### src/design/sdram_init_pkg.sv
// shared constants and types for the sdram init and mode programming block
package sdram_init_pkg;

    ////////////////////////////////////////////////////////////////////////////
    // mode register storage
    localparam int          MODE_REG_COUNT = 7;         // registers zero to six
    localparam int          MODE_REG_WIDTH = 18;        // address bits 17:0
    localparam logic [2:0]  MODE_SEL_LAST  = 3'h6;      // code 111 is not a register
    localparam logic [17:0] MODE_IMPL_MASK = 18'h1FFFF; // bit 17 not built in this bin
    localparam int          DLL_RESET_BIT  = 8;         // loop reset field in register zero
    localparam int          CAL_LONG_BIT   = 10;        // address bit that marks the long calibration

    ////////////////////////////////////////////////////////////////////////////
    // wait times, in clock cycles (writable defaults)
    localparam logic [15:0] LOCK_CYCLES_RST = 16'h0300; // loop lock time
    localparam logic [15:0] CAL_CYCLES_RST  = 16'h0400; // initial calibration time

    ////////////////////////////////////////////////////////////////////////////
    // register map, byte addresses
    localparam logic [7:0]  STATUS_OFS    = 8'h00;
    localparam logic [7:0]  REFCOUNT_OFS  = 8'h04;
    localparam logic [7:0]  LOCKCFG_OFS   = 8'h08;
    localparam logic [7:0]  CALCFG_OFS    = 8'h0C;
    localparam logic [7:0]  MODEREG0_OFS  = 8'h10;      // registers zero..six, one word each
    localparam logic [7:0]  MODEREG6_OFS  = 8'h28;
    localparam logic [31:0] ZERO_WORD     = 32'h00000000;

    ////////////////////////////////////////////////////////////////////////////
    // sequencer states
    typedef enum logic [2:0]
    {
        ST_HOLD    = 3'b000,   // device reset pin held low
        ST_WAITCKE = 3'b001,   // reset released, clock gate still low
        ST_PROGRAM = 3'b010,   // mode register writes expected
        ST_CALIB   = 3'b011,   // long calibration and loop lock running
        ST_READY   = 3'b100    // normal operation
    } seqState_t;

    // command codes seen on the strobe pins {rowStrobeN, colStrobeN, writeEnN}
    localparam logic [2:0] CMD_MODE_WRITE = 3'b000;
    localparam logic [2:0] CMD_REFRESH    = 3'b001;
    localparam logic [2:0] CMD_CALIB      = 3'b110;

    typedef logic [MODE_REG_WIDTH-1:0] modeWord_t;

    typedef struct packed
    {
        logic [15:0] count;
        logic        done;
    } timerState_t;

    typedef struct packed
    {
        logic [15:0] lockCfg;
        logic [15:0] calCfg;
        logic [31:0] rdata;
        logic        slvErr;
    } apbState_t;

endpackage

### src/design/wait_timer.sv
// down counter that raises done when a programmed number of cycles has passed
`timescale 1ns/1ps
module wait_timer
    import sdram_init_pkg::*;
(
    input  wire logic        clk,
    input  wire logic        resetn,
    input  wire logic        clear,     // drops done and stops the count
    input  wire logic        start,     // loads the count
    input  wire logic [15:0] cycles,    // wait length, zero treated as one
    output logic             done       // level, held until clear or start
);

    timerState_t state_r;   // registered state
    timerState_t state_nxt; // next state

    ////////////////////////////////////////////////////////////////////////////
    // next state: start wins over clear so a restart is never lost
    always_comb
    begin
        state_nxt = state_r;
        if (start)
        begin
            state_nxt.count = (cycles == 16'h0000) ? 16'h0001 : cycles;
            state_nxt.done  = 1'b0;
        end
        else if (clear)
        begin
            state_nxt.count = 16'h0000;
            state_nxt.done  = 1'b0;
        end
        else if (state_r.count != 16'h0000)
        begin
            // done rises the cycle the last count is spent
            state_nxt.count = state_r.count - 16'h0001;
            state_nxt.done  = (state_r.count == 16'h0001);
        end
    end

    ////////////////////////////////////////////////////////////////////////////
    // state register
    always_ff @(posedge clk or negedge resetn)
    begin
        if (!resetn)
            state_r <= '0;
        else
            state_r <= state_nxt;
    end

    assign done = state_r.done;

endmodule

### src/design/apb_regs.sv
// apb slave holding the wait settings and returning the sequencer status
`timescale 1ns/1ps
module apb_regs
    import sdram_init_pkg::*;
(
    input  wire logic                             clk,
    input  wire logic                             resetn,
    input  wire logic                             psel,
    input  wire logic                             penable,
    input  wire logic                             pwrite,
    input  wire logic [7:0]                       paddr,
    input  wire logic [31:0]                      pwdata,
    output logic      [31:0]                      prdata,
    output logic                                  pready,
    output logic                                  pslverr,
    input  wire logic [31:0]                      statusWord,   // live sequencer status
    input  wire logic [31:0]                      refreshCount, // refresh commands seen
    input  wire logic [MODE_REG_COUNT-1:0][17:0]  modeRegs,     // stored mode registers
    output logic      [15:0]                      lockCycles,   // loop lock wait
    output logic      [15:0]                      calCycles     // calibration wait
);

    apbState_t state_r;   // registered state
    apbState_t state_nxt; // next state
    logic      setup;     // setup phase, data latched for the access phase
    logic [4:0] modeIdx;  // word index into the mode register block

    ////////////////////////////////////////////////////////////////////////////
    // decode in the setup phase, answer in the access phase with no wait state
    always_comb
    begin
        modeIdx   = 5'h00;
        state_nxt = state_r;
        setup     = psel && !penable;
        if (setup)
        begin
            state_nxt.rdata  = ZERO_WORD;
            state_nxt.slvErr = 1'b0;
            modeIdx          = 5'((paddr - MODEREG0_OFS) >> 2);
            if (paddr[1:0] != 2'h0)
                state_nxt.slvErr = 1'b1;
            else if (paddr == STATUS_OFS)
                state_nxt.rdata = statusWord;
            else if (paddr == REFCOUNT_OFS)
                state_nxt.rdata = refreshCount;
            else if (paddr == LOCKCFG_OFS)
                state_nxt.rdata = {16'h0000, state_r.lockCfg};
            else if (paddr == CALCFG_OFS)
                state_nxt.rdata = {16'h0000, state_r.calCfg};
            else if (paddr >= MODEREG0_OFS && paddr <= MODEREG6_OFS)
                state_nxt.rdata = {14'h0000, modeRegs[modeIdx[2:0]]};
            else
                state_nxt.slvErr = 1'b1; // unmapped
            // writes to read-only words are refused the same way
            if (pwrite && paddr != LOCKCFG_OFS && paddr != CALCFG_OFS)
                state_nxt.slvErr = 1'b1;
        end
        // write lands on the access edge only
        if (psel && penable && pwrite)
        begin
            if (paddr == LOCKCFG_OFS)
                state_nxt.lockCfg = pwdata[15:0];
            if (paddr == CALCFG_OFS)
                state_nxt.calCfg = pwdata[15:0];
        end
    end

    ////////////////////////////////////////////////////////////////////////////
    // state register
    always_ff @(posedge clk or negedge resetn)
    begin
        if (!resetn)
        begin
            state_r         <= '0;
            state_r.lockCfg <= LOCK_CYCLES_RST;
            state_r.calCfg  <= CAL_CYCLES_RST;
        end
        else
            state_r <= state_nxt;
    end

    assign prdata     = state_r.rdata;
    assign pready     = 1'b1;
    assign pslverr    = psel && penable && state_r.slvErr;
    assign lockCycles = state_r.lockCfg;
    assign calCycles  = state_r.calCfg;

endmodule

### src/design/sdram_init_seq.sv
// device-side reset, initialization and mode register programming logic
//
// The address map and the APB interface to the registers were chosen for this implementation.
`timescale 1ns/1ps
module sdram_init_seq
    import sdram_init_pkg::*;
(
    input  wire logic        clk,
    input  wire logic        resetn,
    input  wire logic        memResetN,     // device reset pin, active low
    input  wire logic        clockGate,     // clock gate input
    input  wire logic        chipSelN,      // chip select, active low
    input  wire logic        rowStrobeN,    // row strobe, active low
    input  wire logic        colStrobeN,    // column strobe, active low
    input  wire logic        writeEnN,      // write enable, active low
    input  wire logic [1:0]  bankGroup,     // bank group address
    input  wire logic [1:0]  bankAddr,      // bank address
    input  wire logic [17:0] addr,          // row/column address
    input  wire logic        testEnablePin, // test enable pin
    input  wire logic        psel,
    input  wire logic        penable,
    input  wire logic        pwrite,
    input  wire logic [7:0]  paddr,
    input  wire logic [31:0] pwdata,
    output logic      [31:0] prdata,
    output logic             pready,
    output logic             pslverr,
    output logic             deviceReady    // normal operation allowed
);

    ////////////////////////////////////////////////////////////////////////////
    // types and state

    typedef struct packed
    {
        seqState_t                               seq;          // sequencer state
        logic [MODE_REG_COUNT-1:0][17:0]         modeRegs;     // stored mode registers
        logic [MODE_REG_COUNT-1:0]               written;      // registers written since reset
        logic [31:0]                             refreshCount; // survives device reset
        logic [7:0]                              badCmds;      // mode writes refused, cleared by reset
        logic                                    ready;        // registered ready output
    } seqRegs_t;

    seqRegs_t    state_r;      // registered state
    seqRegs_t    state_nxt;    // next state
    logic        modeWrite;    // mode register write on the pins this cycle
    logic        refreshCmd;   // refresh on the pins this cycle
    logic        calLong;      // long calibration on the pins this cycle
    logic [2:0]  modeSel;      // target register code
    logic        lockStart;    // loop reset written, start lock wait
    logic        calStart;     // calibration begins
    logic        lockDone;     // loop lock time spent
    logic        calDone;      // calibration time spent
    logic        timerClear;   // device reset clears both timers
    logic [15:0] lockCycles;   // programmed lock wait
    logic [15:0] calCycles;    // programmed calibration wait
    logic [31:0] statusWord;   // status seen by software
    logic        cmdSlot;      // chip selected, clock gate high, out of device reset
    logic [2:0]  strobes;      // {rowStrobeN, colStrobeN, writeEnN}

    ////////////////////////////////////////////////////////////////////////////
    // command decode

    // true when a command slot is open and the strobes carry the given code;
    // every pin comes in as an argument so the decode follows each pin change
    function automatic logic isCmd(input logic slot, input logic [2:0] pins, input logic [2:0] code);
        isCmd = slot && (pins == code);
    endfunction

    // a slot needs chip select low, the clock gate high and the device out of reset
    assign cmdSlot    = memResetN && !chipSelN && clockGate;
    assign strobes    = {rowStrobeN, colStrobeN, writeEnN};

    // register code sits on bank group bit 0 and both bank address bits
    assign modeSel    = {bankGroup[0], bankAddr};
    assign modeWrite  = isCmd(cmdSlot, strobes, CMD_MODE_WRITE);
    assign refreshCmd = isCmd(cmdSlot, strobes, CMD_REFRESH);
    assign calLong    = isCmd(cmdSlot, strobes, CMD_CALIB) && addr[CAL_LONG_BIT];
    assign timerClear = !memResetN;

    // the loop lock wait runs from a loop reset written to register zero;
    // a write refused in hold or waitcke starts nothing, just as it stores nothing
    assign lockStart = modeWrite && (modeSel == 3'h0) && addr[DLL_RESET_BIT]
                       && (state_r.seq != ST_HOLD) && (state_r.seq != ST_WAITCKE);
    // calibration runs from the long calibration command, in any state but hold or waitcke
    assign calStart  = calLong && (state_r.seq != ST_HOLD) && (state_r.seq != ST_WAITCKE);

    ////////////////////////////////////////////////////////////////////////////
    // wait timers

    wait_timer lockTimer
    (
        .clk    (clk),
        .resetn (resetn),
        .clear  (timerClear),
        .start  (lockStart),
        .cycles (lockCycles),
        .done   (lockDone)
    );

    wait_timer calTimer
    (
        .clk    (clk),
        .resetn (resetn),
        .clear  (timerClear),
        .start  (calStart),
        .cycles (calCycles),
        .done   (calDone)
    );

    ////////////////////////////////////////////////////////////////////////////
    // sequencer and mode register store
    always_comb
    begin
        state_nxt = state_r;

        // writes leave this alone
        // refresh count is kept across device reset
        if (refreshCmd)
            state_nxt.refreshCount = state_r.refreshCount + 32'h00000001;

        if (!memResetN)
        begin
            // reset clears the refused count
            // everything but the refresh count is cleared while the pin is low
            state_nxt.seq      = ST_HOLD;
            state_nxt.modeRegs = '0;
            state_nxt.written  = '0;
            state_nxt.badCmds  = 8'h00;
            state_nxt.ready    = 1'b0;
        end
        else
        begin
            // write only by command
            // code 111 names no register and is dropped
            if (modeWrite && modeSel <= MODE_SEL_LAST && state_r.seq != ST_HOLD && state_r.seq != ST_WAITCKE)
            begin
                state_nxt.modeRegs[modeSel] = addr & MODE_IMPL_MASK;
                state_nxt.written[modeSel]  = 1'b1;
            end
            else if (modeWrite)
                state_nxt.badCmds = state_r.badCmds + 8'h01;

            case (state_r.seq)
                ST_HOLD:
                    state_nxt.seq = ST_WAITCKE;
                ST_WAITCKE:
                begin
                    if (clockGate)
                        state_nxt.seq = ST_PROGRAM;
                end
                ST_PROGRAM:
                begin
                    if (calLong)
                        state_nxt.seq = ST_CALIB;
                end
                ST_CALIB:
                begin
                    if (lockDone && calDone)
                    begin
                        state_nxt.seq   = ST_READY;
                        state_nxt.ready = 1'b1;
                    end
                end
                ST_READY:
                begin
                    // rewrites keep device ready
                    // mode writes are stored above; the state does not move
                    state_nxt.ready = 1'b1;
                end
                default:
                begin
                    state_nxt.seq   = ST_HOLD;
                    state_nxt.ready = 1'b0;
                end
            endcase
        end
    end

    ////////////////////////////////////////////////////////////////////////////
    // state register
    always_ff @(posedge clk or negedge resetn)
    begin
        if (!resetn)
        begin
            state_r     <= '0;
            state_r.seq <= ST_HOLD;
        end
        else
            state_r <= state_nxt;
    end

    assign deviceReady = state_r.ready;

    ////////////////////////////////////////////////////////////////////////////
    // register bus

    // status: state, ready, timer flags, test pin, written mask, refused count
    assign statusWord = {8'h00, state_r.badCmds, 1'b0, state_r.written,
                         testEnablePin, calDone, lockDone, state_r.ready, 1'b0, state_r.seq};

    apb_regs regs
    (
        .clk          (clk),
        .resetn       (resetn),
        .psel         (psel),
        .penable      (penable),
        .pwrite       (pwrite),
        .paddr        (paddr),
        .pwdata       (pwdata),
        .prdata       (prdata),
        .pready       (pready),
        .pslverr      (pslverr),
        .statusWord   (statusWord),
        .refreshCount (state_r.refreshCount),
        .modeRegs     (state_r.modeRegs),
        .lockCycles   (lockCycles),
        .calCycles    (calCycles)
    );
endmodule

### config.mk
export PLATFORM = sky130hd
export DESIGN_NAME = sdram_init_seq
export DESIGN_NICKNAME = d
export VERILOG_FILES = /design/src/design/sdram_init_pkg.sv /design/src/design/wait_timer.sv /design/src/design/apb_regs.sv /design/src/design/sdram_init_seq.sv
export SDC_FILE = /design/constraint.sdc
export NUM_CORES = 1
export LEC_CHECK = 0
export BUFFER_PORTS_ARGS = -buffer_cell sky130_fd_sc_hd__buf_2
export CAP_MARGIN = 10
export CELL_PAD_IN_SITES_DETAIL_PLACEMENT = 1
export CELL_PAD_IN_SITES_GLOBAL_PLACEMENT = 1
export CORE_MARGIN = 2
export CORE_UTILIZATION = 48
export DETAILED_ROUTE_END_ITERATION = 16
export GPL_ROUTABILITY_DRIVEN = 0
export PLACE_DENSITY = 0.85
export SLEW_MARGIN = 10
export SYNTH_ARGS = -nofsm -noshare
export SYNTH_HDL_FRONTEND = slang
export SYNTH_HIERARCHICAL = 1
export SYNTH_SLANG_ARGS = --single-unit
### constraint.sdc
create_clock -name clk -period 3.9 [get_ports clk]
set_input_delay 0.78 -clock clk [delete_from_list [all_inputs] [get_ports clk]]
set_output_delay 0.78 -clock clk [all_outputs]
set_load 0.05 [all_outputs]
# Word-level counts from Yosys, hierarchy flattened
# Index checks and enable logic that the tools add are counted.
dict set report totals {
  reg_bits 276
  latch_bits 0
  ramBits 0
  romBits 0
  input_bits 74
  out_inout_bits 35
  memories 0
}
dict set report op_classes {
  addsub 5
  mul 0
  div 0
  magnitude_cmp 6
  eq_ne 24
  shifts 0
  muxes 39
  bitwise 1
  n_reduce_logical 42
}
# cell n
set ops {}
lappend ops {{2-to-1 mux 32 bit} 5}
lappend ops {{2-to-1 mux 136 bit} 1}
lappend ops {{2-to-1 mux 133 bit} 1}
lappend ops {{bitwise mux 126 bit} 1}
lappend ops {{2-to-1 mux 17 bit} 6}
lappend ops {{binary-select mux 18 bit (select 3 bit)} 1}
lappend ops {{demux 18 bit (select 3 bit)} 1}
lappend ops {{2-to-1 mux 18 bit} 3}
lappend ops {{adder 32 x 1 -> 32 bit (second input constant)} 1}
lappend ops {{== test 16 x 1 -> 1 bit (second input constant)} 2}
lappend ops {{zero test 16 bit} 2}
lappend ops {{2-to-1 mux 16 bit} 2}
lappend ops {{nonzero test 16 bit} 2}
lappend ops {{subtractor 16 x 1 -> 16 bit (second input constant)} 2}
lappend ops {{logical AND 1 bit} 24}
lappend ops {{== test 8 x 4 -> 1 bit (second input constant)} 2}
lappend ops {{2-to-1 mux 8 bit} 2}
lappend ops {{!= test 8 x 4 -> 1 bit (second input constant)} 2}
lappend ops {{one-hot mux 3 bit (5 select lines)} 1}
lappend ops {{zero test 3 bit} 3}
lappend ops {{2-to-1 mux 1 bit} 9}
lappend ops {{2-to-1 mux 3 bit} 3}
lappend ops {{2-to-1 mux 9 bit} 1}
lappend ops {{!= test 3 x 1 -> 1 bit (second input constant)} 3}
lappend ops {{24 further kinds} 37}

# Longest topological paths before layout
dict set report depth {
  ltp_word 9
  mapped_depth 10
  mapped_depth_nobuf 7
}

# Hierarchy
# Netlist, hierarchy kept.
# mod n_inst cells_each area_per_inst_um2 seq_area_each_um2
set by_module_without_submodules {}
lappend by_module_without_submodules {sdram_init_seq 1 788 7430.9 4254.1}
lappend by_module_without_submodules {apb_regs 1 485 5016.1 1630.3}
lappend by_module_without_submodules {wait_timer 2 121 1131.1 425.4}

# Worst setup path before layout
# Ideal clock, no wire load.
dict set report synth_path {
  path_type {input-to-reg}
  from {in bankAddr[0]}
  to {reg lockTimer/state_r[5] (netlist bit)}
  setup_time_ps 130
  t_arrival_ps 2541
  path_slack_ps 1229
  stages 10
  path_buffers 4
  path_cell_list {clkbuf_1 nor3_1 and4_1 buf_2 and2_1 or2_2 clkbuf_1 nor4_4 buf_4 o21ai_0}
}
dict set report synth_between {
  elab_chain_cells 6
  word_cells_on_any_way 7
}
# item line
set synth_rtl {}
lappend synth_rtl {{start, declared} sdram_init_seq.sv:17} ;# input wire logic [1:0] bankAddr,
lappend synth_rtl {{zero test 3 bit *} sdram_init_seq.sv:83} ;# assign lockStart = modeWrite && (modeSel == 3'h0) && addr[DLL_RESET_BIT]
lappend synth_rtl {{logical AND 1 bit * (2 in a row)} sdram_init_seq.sv:83}
lappend synth_rtl {{logical AND 1 bit * (2 in a row)} sdram_init_seq.sv:84} ;# && (state_r.seq != ST_HOLD) && (state_r.seq != ST_WAITCKE);
lappend synth_rtl {{named net lockStart} sdram_init_seq.sv:50} ;# logic lockStart;
lappend synth_rtl {{!= test 3 x 1 -> 1 bit (no source line) or 2-to-1 mux 17 bit (tied branches)} n/a}
lappend synth_rtl {{end signal, assigned} wait_timer.sv:47} ;# state_r <= state_nxt;
lappend synth_rtl {{end, declared} wait_timer.sv:14} ;# timerState_t state_r;
# Mark *: on every way through the listed nets, which the timed path passes. The rest lies on a longest branch.
# A chain may end at the register's enable or synchronous reset.

# Worst setup path after layout
dict set report layout_path {
  from {in memResetN}
  to {reg lockTimer/state_r[13] (netlist bit)}
}
dict set report layout_between {
  elab_chain_cells 8
  word_cells_on_any_way 10
}
# item line
set layout_rtl {}
lappend layout_rtl {{start, declared} sdram_init_seq.sv:10} ;# input wire logic memResetN,
lappend layout_rtl {{logical AND 1 bit * (2 in a row)} sdram_init_seq.sv:71} ;# assign cmdSlot = memResetN && !chipSelN && clockGate;
lappend layout_rtl {{logical AND 1 bit *} sdram_init_seq.sv:67} ;# isCmd = slot && (pins == code);
lappend layout_rtl {{logical AND 1 bit * (2 in a row)} sdram_init_seq.sv:83}
lappend layout_rtl {{logical AND 1 bit * (2 in a row)} sdram_init_seq.sv:84}
lappend layout_rtl {{named net lockStart} sdram_init_seq.sv:50}
lappend layout_rtl {{!= test 3 x 1 -> 1 bit (no source line) or 2-to-1 mux 17 bit (tied branches)} n/a}
# Marks and branches as above.

==> reports/qor.csv <==
metric;value;unit
clk_pin_slew_worst_paths;0.06;ns
drt_first_pass_iters;5;
synth_edf_count;0;
ctsResizeCount;0;
grt_pass1_vias;12876;
cp-end-kind;flop;
peakVddDrop;0.336;mV
rr_worst_depth;7;
fin_skew;0.00989;ns
ys_ff_latch;269;
num-fill-cells;3421;
finalSetupViolCount;0;
p_seq_frac;0.404;
grt_start_max_net_pins;124;
cts_tree;yes;
critPathLaunchType;input port;
p_clk_frac;0.378;
syn_inst;1515;
antenna_found_initial;2;
die_h;179;um
status;finished clean;
drt_iter0_markers;937;
final.period_utilization;0.733;
fmax;0.350;GHz
dpl.hpwl;30500;um
overflow;0;
cts.sinks;269;
powerDensity;500;nW/um^2
numPortBuffers;89;
worstMarginPinSlew;0.983;ns
ioPinCount;109;
grt_usage;0.294;
post-route-util;0.530;
syn_area_per_cell;9.71;um^2
coreArea;30300;um^2
postLayoutCellArea;16100;um^2
wire_per_inst;23.9;um
slew_headroom;0.344;
min_path_type;input port to asynchronous set/reset pin;
crit_fanout;15;
layout-drive-gt1-share;0.180;
r2r_start;state_r[175];
yosys_warnings;6;
synthArstFlopShare;1.00;
vias;12211;
power.switching;0.00260;W
die_area;32100;um^2
post-cts-setup-buffers;0;
synth_top_area_share;0.453;
netlist-cell-type-count;72;
layout.nets;1591;
yosysTopAreaCell;dfrtp_1;
netlist_area;14700;um^2
die_x;179;um
path_class;input port to flop;
rows;64;
setup_tns;0;ns
dpl-instance-area;15000;um^2
arrival;3.34;ns
synth_flop_cell;dfrtp_1;
rsz0062_at_grt;no;
cts_buffers;31;
seq_area;6740;um^2
swShare;0.323;
multi_input_area;6980;um^2
via_per_inst;6.32;
required;4.38;ns
grt_pass1_wl;72900;um
maxSlewViolCount;0;
cts_root_buf;clkbuf_16;
drtAntennaViolNets;0;
ys_seq_area_frac;0.458;
htreeDepth;1;
comb_power_share;0.218;
cts_hold_buf;0;
fin_crit;2.86;ns
start_util;0.485;
routed_wl;46100;um
p_int;0.00545;W
insertion_delay;0.57;ns
worstSetupStartpoint;memResetN;
finalHoldViolCount;0;
yosys-top-cells-area;dfrtp_1 45%, nand2_1 5.2%, a21oi_1 4.6%;
p_leak;7.13;nW
route.detailed.drc;0;
clockBufferDepth;3;
area.growth.synth_to_final;9.34;%
cap_viol_max_count;0;
power by group through the flow:
stage / clock network [W] / registers [W] / logic, W
2_1_floorplan: 0 / 0.00320 / 0.00129
3_3_place_gp: 0 / 0.00326 / 0.00163
3_5_place_dp: 0 / 0.00328 / 0.00171
4_1_cts: 0.00308 / 0.00324 / 0.00174
5_1_grt: 0.00319 / 0.00327 / 0.00192
6_report: 0.00304 / 0.00325 / 0.00176
path summary, 6_finish.rpt:
path	to	slack, ns
max in group asynchronous	regs/lockCycles[9]	2.82
hold / removal	regs/prdata[26]	0.22
hold reg to reg	regs/prdata[30]	0.47
setup reg to reg	lockTimer/state_r[4]	1.08
min in group clk	regs/prdata[30]	0.47
setup / recovery	lockTimer/state_r[13]	1.04
layout make-up:
class                           count  area share
Tap cell                          396      0.0308
Multi-Input combinational cell   1069       0.434
Clock inverter                     18      0.0129
Timing Repair Buffer              117      0.0447
Sequential cell                   269       0.419
Clock buffer                       39      0.0532
Inverter                           23     0.00552
Antenna cell                        1    0.000156
kinds of logic (layout without fill, tap and decap cells):
group,Yosys count,count (layout),synth area share
mux,129,129,0.104
fa+ha+maj,6,6,0.00510
flops,269,269,0.458
other cells,2,19,0.000511
compound gates,364,364,0.150
simple gates,500,500,0.180
xor+xnor,52,52,0.0310
buf+inv,193,197,0.0725
metrics by stage:
step	total power, W	setup slack, ns	instances	hold slack, ns
2_1_floorplan	0.00449	1.23	1531	0.441
3_3_place_gp	0.00489	0.700	1874	0.457
3_5_place_dp	0.00499	0.496	1874	0.466
4_1_cts	0.00806	1.06	1931	0.257
5_1_grt	0.00838	0.872	1931	0.257
6_report	0.00805	1.04	1932	0.224
worst max-delay path, stage by stage:
cell and delay, ns:
buf_2 0.29, nor4bb_1 0.29, buf_4 0.23, and4_1 0.25, and2_1 0.30, inv_1 0.10
a41oi_1 0.73, a22oi_1 0.20, nor2_1 0.16
synthesized netlist by cell type, drive strengths merged (28+ instances only):
cell	count
dfrtp	266
nand2	204
a21oi	134
o21ai	115
buf	104
clkbuf	66
nand3	66
mux2	61
mux2i	61
nor2	55
nor3	33
nor4	28
xor2	28
flip-flops by register name, summed over array words and instances, names as in the netlist:
name	flops
calTimer/done	1
calTimer/state_r	16
deviceReady	1
lockTimer/done	1
lockTimer/state_r	16
regs/calCycles	16
regs/lockCycles	16
regs/prdata	32
regs/state_r	1
state_r	169
placed cells by master (no fill, tap or decap), types with 29 or more instances in the layout:
cell / netlist / routed
a21oi_1: 134 / 134
buf_2: 23 / 87
clkbuf_16: 0 / 31
dfrtp_1: 266 / 266
mux2_2: 43 / 43
mux2i_1: 61 / 61
nand2_1: 202 / 202
nand3_1: 66 / 66
nor2_1: 54 / 54
nor3_1: 29 / 29
o21ai_0: 103 / 103
per-layer routing:
| metal | part of all wire | track usage | routed length (um) |
|---|---|---|---|
| met5 | 0.00028 | 0 | 13 |
| met4 | 0.038 | 0.105 | 1740 |
| met3 | 0.058 | 0.0477 | 2680 |
| met2 | 0.49 | 0.486 | 22400 |
| met1 | 0.42 | 0.391 | 19200 |
(Power assumes the default switching activity.)
